### src/ccp_map.svh
// register offsets, field positions, reset values and timing counts of the capture unit
`ifndef CCP_MAP_SVH
`define CCP_MAP_SVH

`define CCP_NUM_CH 5
`define CCP_INSTR_DIV 4

// word-aligned byte offsets
`define CCP_CTL_BASE 8'h00
`define CCP_CAP_LO_BASE 8'h20
`define CCP_CAP_HI_BASE 8'h40
`define CCP_FLAG_OFS 8'h60
`define CCP_TMR_CTL_OFS 8'h64
`define CCP_TMR_LO_OFS 8'h68
`define CCP_TMR_HI_OFS 8'h6C
`define CCP_DIR_OFS 8'h70
`define CCP_LATCH_OFS 8'h74

// field positions
`define CCP_MODE_LSB 0
`define CCP_MODE_MSB 3
`define CCP_TMR_ON_BIT 0
`define CCP_TMR_EXT_BIT 1

// reset values
`define CCP_CTL_RST 8'h00
`define CCP_TMR_CTL_RST 2'h0
`define CCP_TMR_RST 16'h0000
`define CCP_DIR_RST 5'h1F
`define CCP_LATCH_RST 5'h00

`endif

### src/ccp_pkg.sv
// types shared by the capture unit
package ccp_pkg;

  typedef enum logic [3:0] {
    MODE_OFF = 4'b0000,
    MODE_FALL = 4'b0100,
    MODE_RISE = 4'b0101,
    MODE_RISE4 = 4'b0110,
    MODE_RISE16 = 4'b0111
  } capture_mode_t;

  typedef logic [15:0] count_t;

endpackage

### src/capture_channel.sv
// one capture channel: pin synchroniser, edge prescaler and capture value
`timescale 1ns/10ps
module capture_channel (
  input wire logic clk_sys_i,
  input wire logic rst_i,
  input wire logic [3:0] mode_i,
  input wire logic pin_i,
  input wire logic pin_is_input_i,
  input wire logic latch_i,
  input wire ccp_pkg::count_t timer_i,
  output logic event_o,
  output ccp_pkg::count_t value_o
);
  import ccp_pkg::*;

  logic sync1_r, sync2_r, sync3_r;
  logic pin_lvl_r, pin_lvl_nxt;
  logic in_prev_r;
  logic [3:0] pre_cnt_r, pre_cnt_nxt;
  count_t value_r, value_nxt;
  logic event_r;

  // pin level counts once the second and third stages agree
  wire pin_settled = (sync2_r == sync3_r);
  wire in_lvl = pin_is_input_i ? pin_lvl_r : latch_i;
  wire rise = in_lvl & ~in_prev_r;
  wire fall = ~in_lvl & in_prev_r;
  wire is_capture = (mode_i == MODE_FALL) || (mode_i == MODE_RISE) ||
                    (mode_i == MODE_RISE4) || (mode_i == MODE_RISE16);
  wire hit_fall = (mode_i == MODE_FALL) & fall;
  wire hit_rise = (mode_i == MODE_RISE) & rise;
  wire hit_rise4 = (mode_i == MODE_RISE4) & rise & (pre_cnt_r[1:0] == 2'h3);
  wire hit_rise16 = (mode_i == MODE_RISE16) & rise & (pre_cnt_r == 4'hF);
  wire hit = hit_fall | hit_rise | hit_rise4 | hit_rise16;

  assign pin_lvl_nxt = pin_settled ? sync3_r : pin_lvl_r;
  // counter runs on in any capture mode, so a prescaler switch keeps its count
  assign pre_cnt_nxt = !is_capture ? 4'h0 : (rise ? pre_cnt_r + 4'h1 : pre_cnt_r);
  assign value_nxt = hit ? timer_i : value_r;

  always_ff @(posedge clk_sys_i) begin
    if (rst_i) begin
      sync1_r <= 1'b0;
      sync2_r <= 1'b0;
      sync3_r <= 1'b0;
      pin_lvl_r <= 1'b0;
      in_prev_r <= 1'b0;
      pre_cnt_r <= 4'h0;
      value_r <= 16'h0000;
      event_r <= 1'b0;
    end else begin
      sync1_r <= pin_i;
      sync2_r <= sync1_r;
      sync3_r <= sync2_r;
      pin_lvl_r <= pin_lvl_nxt;
      in_prev_r <= in_lvl;
      pre_cnt_r <= pre_cnt_nxt;
      value_r <= value_nxt;
      event_r <= hit;
    end
  end

  assign event_o = event_r;
  assign value_o = value_r;

endmodule // capture_channel

### src/ccp_input_capture_unit.sv
// five-channel input capture unit with shared 16-bit timer and wishbone registers
//
// Design decisions made here: the placing of the registers and the Wishbone slave port.
`timescale 1ns/10ps
`include "ccp_map.svh"

// Summary of operation
// - five channels, all with the same capture behaviour.
// - a qualifying pin event copies the whole 16-bit shared timer at once.
// - mode picks falling, rising, every 4th rising or every 16th rising edge.
// - each capture sets that channel's interrupt flag.
// - flag stays set until software clears it; software must clear it.
// - a new capture overwrites an unread value, with no overrun indication.
// - with pin as output, a port latch write changing level acts as event.
// - a mode change may cause a spurious capture; it is not suppressed.
// - prescaler held cleared when the channel is off or not capturing.
// - every reset clears the prescaler counter.
// - switching between prescaler settings keeps the count; may give a spurious capture.
// - on instruction clock the timer halts in sleep and resumes afterwards.
// - with an external timer clock capture keeps working during sleep.
module ccp_input_capture_unit (
  input wire logic clk_sys_i,
  input wire logic rst_i,
  input wire logic sleep_i,
  input wire logic ext_clk_i,
  input wire logic [4:0] ccp_pin_i,
  input wire logic wb_cyc_i,
  input wire logic wb_stb_i,
  input wire logic wb_we_i,
  input wire logic [7:0] wb_adr_i,
  input wire logic [3:0] wb_sel_i,
  input wire logic [31:0] wb_dat_i,
  output logic [31:0] wb_dat_o,
  output logic wb_ack_o
);
  import ccp_pkg::*;

  // address falls in a five-word block starting at base
  function automatic logic slot_hit(input logic [7:0] adr, input logic [7:0] base);
    slot_hit = (adr[7:5] == base[7:5]) && (adr[4:2] < 3'd5) && (adr[1:0] == 2'b00);
  endfunction

  logic ack_r;
  logic [31:0] rd_r;
  logic [31:0] rd_nxt;
  logic [7:0] ctl_r [0:4];
  logic [4:0] flag_r, flag_nxt;
  logic [1:0] tmr_ctl_r;
  count_t timer_r, timer_nxt;
  logic [4:0] dir_r;
  logic [4:0] latch_r;
  logic [1:0] div_r;
  logic instr_en_r;
  logic ext1_r, ext2_r, ext3_r;
  logic ext_lvl_r;
  logic [4:0] cap_evt;
  count_t cap_val [0:4];

  // bus request handling: write lands on the edge that sees ack high
  wire req = wb_cyc_i & wb_stb_i;
  wire wr_fire = req & wb_we_i & ack_r;
  wire [2:0] slot = wb_adr_i[4:2];
  wire hit_ctl = slot_hit(wb_adr_i, `CCP_CTL_BASE);
  wire hit_cap_lo = slot_hit(wb_adr_i, `CCP_CAP_LO_BASE);
  wire hit_cap_hi = slot_hit(wb_adr_i, `CCP_CAP_HI_BASE);
  wire hit_flag = (wb_adr_i == `CCP_FLAG_OFS);
  wire hit_tmr_ctl = (wb_adr_i == `CCP_TMR_CTL_OFS);
  wire hit_tmr_lo = (wb_adr_i == `CCP_TMR_LO_OFS);
  wire hit_tmr_hi = (wb_adr_i == `CCP_TMR_HI_OFS);
  wire hit_dir = (wb_adr_i == `CCP_DIR_OFS);
  wire hit_latch = (wb_adr_i == `CCP_LATCH_OFS);
  wire wr_lo = wr_fire & wb_sel_i[0];

  // external timer clock: three stages, edge counted once two and three agree
  wire ext_settled = (ext2_r == ext3_r);
  wire ext_rise = ext_settled & ext3_r & ~ext_lvl_r;

  // timer tick: instruction clock stops in sleep, external clock keeps running
  wire tmr_on = tmr_ctl_r[`CCP_TMR_ON_BIT];
  wire tmr_ext = tmr_ctl_r[`CCP_TMR_EXT_BIT];
  wire tmr_tick = tmr_on & (tmr_ext ? ext_rise : (instr_en_r & ~sleep_i));

  // software preload of a timer byte wins over a tick in the same cycle
  always_comb begin
    timer_nxt = tmr_tick ? timer_r + 16'h0001 : timer_r;
    if (wr_lo && hit_tmr_lo) begin
      timer_nxt[7:0] = wb_dat_i[7:0];
    end else if (wr_lo && hit_tmr_hi) begin
      timer_nxt[15:8] = wb_dat_i[7:0];
    end
  end

  // flags: write one to clear, a capture in the same cycle wins
  wire [4:0] flag_clr = (wr_lo && hit_flag) ? wb_dat_i[4:0] : 5'h00;
  assign flag_nxt = (flag_r & ~flag_clr) | cap_evt;

  // read data, loaded on the request edge
  always_comb begin
    rd_nxt = 32'h0000_0000;
    if (hit_ctl) begin
      rd_nxt[7:0] = ctl_r[slot];
    end else if (hit_cap_lo) begin
      rd_nxt[7:0] = cap_val[slot][7:0];
    end else if (hit_cap_hi) begin
      rd_nxt[7:0] = cap_val[slot][15:8];
    end else if (hit_flag) begin
      rd_nxt[4:0] = flag_r;
    end else if (hit_tmr_ctl) begin
      rd_nxt[1:0] = tmr_ctl_r;
    end else if (hit_tmr_lo) begin
      rd_nxt[7:0] = timer_r[7:0];
    end else if (hit_tmr_hi) begin
      rd_nxt[7:0] = timer_r[15:8];
    end else if (hit_dir) begin
      rd_nxt[4:0] = dir_r;
    end else if (hit_latch) begin
      rd_nxt[4:0] = latch_r;
    end
  end

  always_ff @(posedge clk_sys_i) begin
    if (rst_i) begin
      ack_r <= 1'b0;
      rd_r <= 32'h0000_0000;
    end else begin
      ack_r <= req & ~ack_r;
      if (req && !ack_r) begin
        rd_r <= rd_nxt;
      end
    end
  end

  always_ff @(posedge clk_sys_i) begin
    if (rst_i) begin
      flag_r <= 5'h00;
      tmr_ctl_r <= `CCP_TMR_CTL_RST;
      timer_r <= `CCP_TMR_RST;
      dir_r <= `CCP_DIR_RST;
      latch_r <= `CCP_LATCH_RST;
    end else begin
      flag_r <= flag_nxt;
      timer_r <= timer_nxt;
      if (wr_lo && hit_tmr_ctl) begin
        tmr_ctl_r <= wb_dat_i[1:0];
      end
      if (wr_lo && hit_dir) begin
        dir_r <= wb_dat_i[4:0];
      end
      if (wr_lo && hit_latch) begin
        latch_r <= wb_dat_i[4:0];
      end
    end
  end

  // instruction clock enable: one pulse every four system clocks
  always_ff @(posedge clk_sys_i) begin
    if (rst_i) begin
      div_r <= 2'h0;
      instr_en_r <= 1'b0;
    end else begin
      div_r <= div_r + 2'h1;
      instr_en_r <= (div_r == 2'(`CCP_INSTR_DIV - 1));
    end
  end

  always_ff @(posedge clk_sys_i) begin
    if (rst_i) begin
      ext1_r <= 1'b0;
      ext2_r <= 1'b0;
      ext3_r <= 1'b0;
      ext_lvl_r <= 1'b0;
    end else begin
      ext1_r <= ext_clk_i;
      ext2_r <= ext1_r;
      ext3_r <= ext2_r;
      if (ext_settled) begin
        ext_lvl_r <= ext3_r;
      end
    end
  end

  // five identical channels sharing one timer
  genvar ch;
  generate
    for (ch = 0; ch < `CCP_NUM_CH; ch = ch + 1) begin : g_ch
      always_ff @(posedge clk_sys_i) begin
        if (rst_i) begin
          ctl_r[ch] <= `CCP_CTL_RST;
        end else if (wr_lo && hit_ctl && (slot == 3'(ch))) begin
          ctl_r[ch] <= wb_dat_i[7:0];
        end
      end

      capture_channel u_chan (
        .clk_sys_i(clk_sys_i),
        .rst_i(rst_i),
        .mode_i(ctl_r[ch][`CCP_MODE_MSB:`CCP_MODE_LSB]),
        .pin_i(ccp_pin_i[ch]),
        .pin_is_input_i(dir_r[ch]),
        .latch_i(latch_r[ch]),
        .timer_i(timer_r),
        .event_o(cap_evt[ch]),
        .value_o(cap_val[ch])
      );
    end
  endgenerate

  assign wb_ack_o = ack_r;
  assign wb_dat_o = rd_r;

endmodule // ccp_input_capture_unit

### config.mk
export PLATFORM = sky130hd
export DESIGN_NAME = ccp_input_capture_unit
export DESIGN_NICKNAME = d
export VERILOG_FILES = /design/src/ccp_pkg.sv /design/src/capture_channel.sv /design/src/ccp_input_capture_unit.sv
export VERILOG_INCLUDE_DIRS = /design/src
export SDC_FILE = /design/constraint.sdc
export NUM_CORES = 1
export LEC_CHECK = 0
export ABC_AREA = 1
export BUFFER_PORTS_ARGS = -buffer_cell sky130_fd_sc_hd__buf_2
export CAP_MARGIN = 15
export CORE_ASPECT_RATIO = 2
export CORE_MARGIN = 2
export CORE_UTILIZATION = 54
export DETAILED_ROUTE_END_ITERATION = 7
export HOLD_SLACK_MARGIN = 0.05
export PLACE_DENSITY = 0.72
export SYNTH_ARGS = -nofsm -noshare
export SYNTH_HDL_FRONTEND = slang
export SYNTH_SLANG_ARGS = --single-unit
### constraint.sdc
create_clock -name clk_sys_i -period 2.2 [get_ports clk_sys_i]
set_input_delay 0.44 -clock clk_sys_i [delete_from_list [all_inputs] [get_ports clk_sys_i]]
set_output_delay 0.44 -clock clk_sys_i [all_outputs]
set_load 0.005 [all_outputs]
==> flow_metrics.py <==
metrics = {
    "run_status": {
        "status": "completed",
    },
    "floorplanning": {
        "initial_core_util": 0.5493,
        "core_area_um2": 18220,
        "rows": 70,
        "ios": 89,
        "die_h_um": 196.5,
        "fp.dieArea_um2": 19700,
        "die_w_um": 100.3,
    },
    "global_route": {
        "grt_max_degree": 61,
        "grt.total_usage": 0.2810,
        "antenna_found_initial": 0,
        "grt_pass1_vias": 8583,
        "grt.overflow.total": 0,
        "grt_pass1_wl_um": 43240,
    },
    "final_layout": {
        "seq_area_um2": 4785,
        "area_growth_syn_to_layout_pct": 11.48,
        "multi_input_area_um2": 4352,
        "n_fill_cell": 1680,
        "fin_cells": 1611,
        "mostFrequentLayoutCells": "nand2_1 (284), nor2_1 (204), dfxtp_1 (179)",
        "final_common_cell": "nand2_1",
        "layout-drive-gt1-share": 0.1147,
        "antennaDiodeCount": 0,
        "fin_area_um2": 11160,
        "nets": 1446,
    },
    "yosys": {
        "synth_edf_count": 40,
        "synth_area_leaders": "dfxtp_1 (36%), edfxtp_1 (12%), nand2_1 (11%)",
        "async_flop_share": 0,
        "synthCells": 1325,
        "synth_cell_type_count": 46,
        "yosys-mux-area-fraction": 0,
        "synth_seq_area_share": 0.4781,
        "synth_area_um2": 10010,
        "ys_ff_latch": 219,
        "synthFlopType": "dfxtp_1",
        "synth_top_family_by_area": "simple AND/OR/NAND/NOR gates",
        "post-synth-top-area-cell": "dfxtp_1",
        "synthSimpleGateAreaFrac": 0.2633,
        "yosysTopAreaCellShare": 0.3581,
        "syn_avg_cell_area_um2": 7.553,
        "synthXorXnorAreaFrac": 0.005251,
        "synth-adder-area-share": 0.01000,
        "synth_warnings": 0,
        "synth_compound_area_frac": 0.1469,
    },
    "pwr": {
        "swShare": 0.2303,
        "p_sw_mw": 1.870,
        "power_frac_clock": 0.422,
        "power.internal_mw": 6.251,
        "combPwrFrac": 0.061,
        "powerDensity_nw_per_um2": 728.0,
        "seqPwrFrac": 0.517,
        "ir_drop_uv": 627.3,
        "power_leakage_nw": 4.763,
    },
    "timing": {
        "finalHoldViolCount": 0,
        "finalSetupViolCount": 0,
        "finalCritPeriodShare": 0.9162,
        "min_period_ns": 2.016,
        "fmax_mhz": 496.1,
        "maxSlewHeadroom": 0.4686,
        "worst_pin_slew_ns": 0.7905,
        "rsz0062_at_grt": "false",
        "finClkSkew_ns": 0.01832,
        "final_max_slew_viol_count": 0,
    },
    "clocking": {
        "htree_num_levels": 1,
        "cts_sinks": 219,
        "insertion_delay_ns": 0.50,
        "clk_path_buf_depth": 3,
        "clock_tree.root_cell": "clkbuf_16",
        "cts_tree": "done",
        "cts-buffers-inserted": 21,
        "cts.clk_slew.worst_paths_ns": 0.07,
    },
    "detailed_routing": {
        "firstDrtPassIters": 6,
        "vias": 8843,
        "drt_wl_total_um": 27420,
        "drtIter0Drc": 386,
        "drc": 0,
        "wl_per_cell_um": 17.02,
        "avgViaCountPerCell": 5.489,
        "antenna_left": 0,
    },
    "placement": {
        "place_area_um2": 10510,
        "gp_congestion": 0.9073,
        "dpl.hpwl_um": 20400,
        "portBuffers": 37,
        "placedCellCount": 1575,
    },
    "setup_path": {
        "crit_path_max_fanout": 28,
        "critPathCaptureType": "register",
        "critical_path_class": "register to register",
        "arrival_ns": 2.43,
        "startpoint_type": "register",
        "required_ns": 2.62,
        "rr_worst_depth": 10,
    },
    "hold_path": {
        "hold_path_class": "input pin to register",
        "holdPathStages": 3,
    },
    "flow_run": {
        "cap_violations": 0,
    },
}
critical path, cell delays in order (launching register included):
cell and delay (ns):
dfxtp_1 0.33, inv_1 0.06, nand2_1 0.05, o21ai_1 0.17
nor2_2 0.25, nor2_1 0.06, nor2_1 0.08, nand3_1 0.23
inv_2 0.41, o21ai_0 0.14, a21oi_1 0.14
area by class of cell:
cell class              count  area share
clock buffers              33     0.05597
clock inverters             3    0.001346
inverters                 140     0.04767
multi-input cells         919      0.3901
flip-flops and latches    219      0.4289
well taps                 216     0.02423
repair buffers             81     0.05182
repair_timing:
action,4_1_cts,5_1_grt
setup endpoints to repair,0,1
hold buffers,0,0
setup buffers,0,0
gates resized for setup,0,2
per-layer routing:
metal,global-route usage,vias up,routed length (um)
met2,0.4971,280,13950
met5,0,-,0
li1,-,4381,-
met3,0.03404,121,1244
met1,0.2925,4061,9767
met4,0.2212,0,2455
kinds of logic after synthesis:
family | Yosys count
adder cells (fa/ha/maj) | 8
AO/OA/AOI/OAI | 274
other | 1
flip-flops | 219
AND/OR/NAND/NOR | 607
buffers and inverters | 210
XOR/XNOR | 6
worst paths after layout:
path / startpoint / to / slack (ns)
max: g_ch[4].u_chan.pin_lvl_r / g_ch[4].u_chan.value_o[3] / 0.18
min: ext_clk_i / ext1_r / 0.14
max reg2reg: g_ch[4].u_chan.pin_lvl_r / g_ch[4].u_chan.value_o[3] / 0.18
min reg2reg: g_ch[2].u_chan.sync1_r / g_ch[2].u_chan.sync2_r / 0.40
power by group through the flow:
| stage | registers, mW | logic [mW] | clock network [mW] |
|---|---|---|---|
| finish | 4.20 | 0.493 | 3.43 |
| global route | 4.21 | 0.542 | 3.62 |
| CTS | 4.20 | 0.488 | 3.48 |
| detailed placement | 4.29 | 0.485 | 0 |
| floorplan | 4.28 | 0.324 | 0 |
| global placement | 4.28 | 0.478 | 0 |
Yosys cell counts, drive strengths merged (6+ instances only):
library cell,count
a21oi,98
a22oi,9
buf,50
clkbuf,20
clkinv,6
dfxtp,179
edfxtp,40
ha,8
inv,134
nand2,289
nand3,72
nand4,17
nor2,219
o211ai,14
o21ai,136
o22ai,6
metrics by stage:
step / setup WS (ns) / setup TNS (ns) / hold slack (ns) / power (mW) / util
finish: 0.1844 / 0 / 0.1385 / 8.122 / 0.6124
global route: 0.01715 / 0 / 0.1392 / 8.371 / 0.6124
CTS: 0.2306 / 0 / 0.1359 / 8.166 / 0.6121
detailed placement: 0.08751 / 0 / 0.3955 / 4.772 / 0.5770
global placement: 0.06365 / 0 / 0.3899 / 4.763 / 0.5770
floorplan: -0.1620 / -5.183 / 0.3883 / 4.603 / -
state kept, by name (all words and copies together), names as in the netlist, 2 cells and up:
register and flops:
g_ch.u_chan.pin_lvl_r 5, tmr_ctl_r 2, dir_r 5, g_ch.u_chan.sync1_r 5
div_r 2, flag_r 5, g_ch.u_chan.event_o 5, g_ch.u_chan.sync3_r 5
g_ch.u_chan.pre_cnt_r 20, g_ch.u_chan.in_prev_r 5, timer_r 16, g_ch.u_chan.sync2_r 5
latch_r 5, g_ch.u_chan.value_o 80, ctl_r 40, wb_dat_o 8
Note: power is estimated with default switching activity, not from simulation.
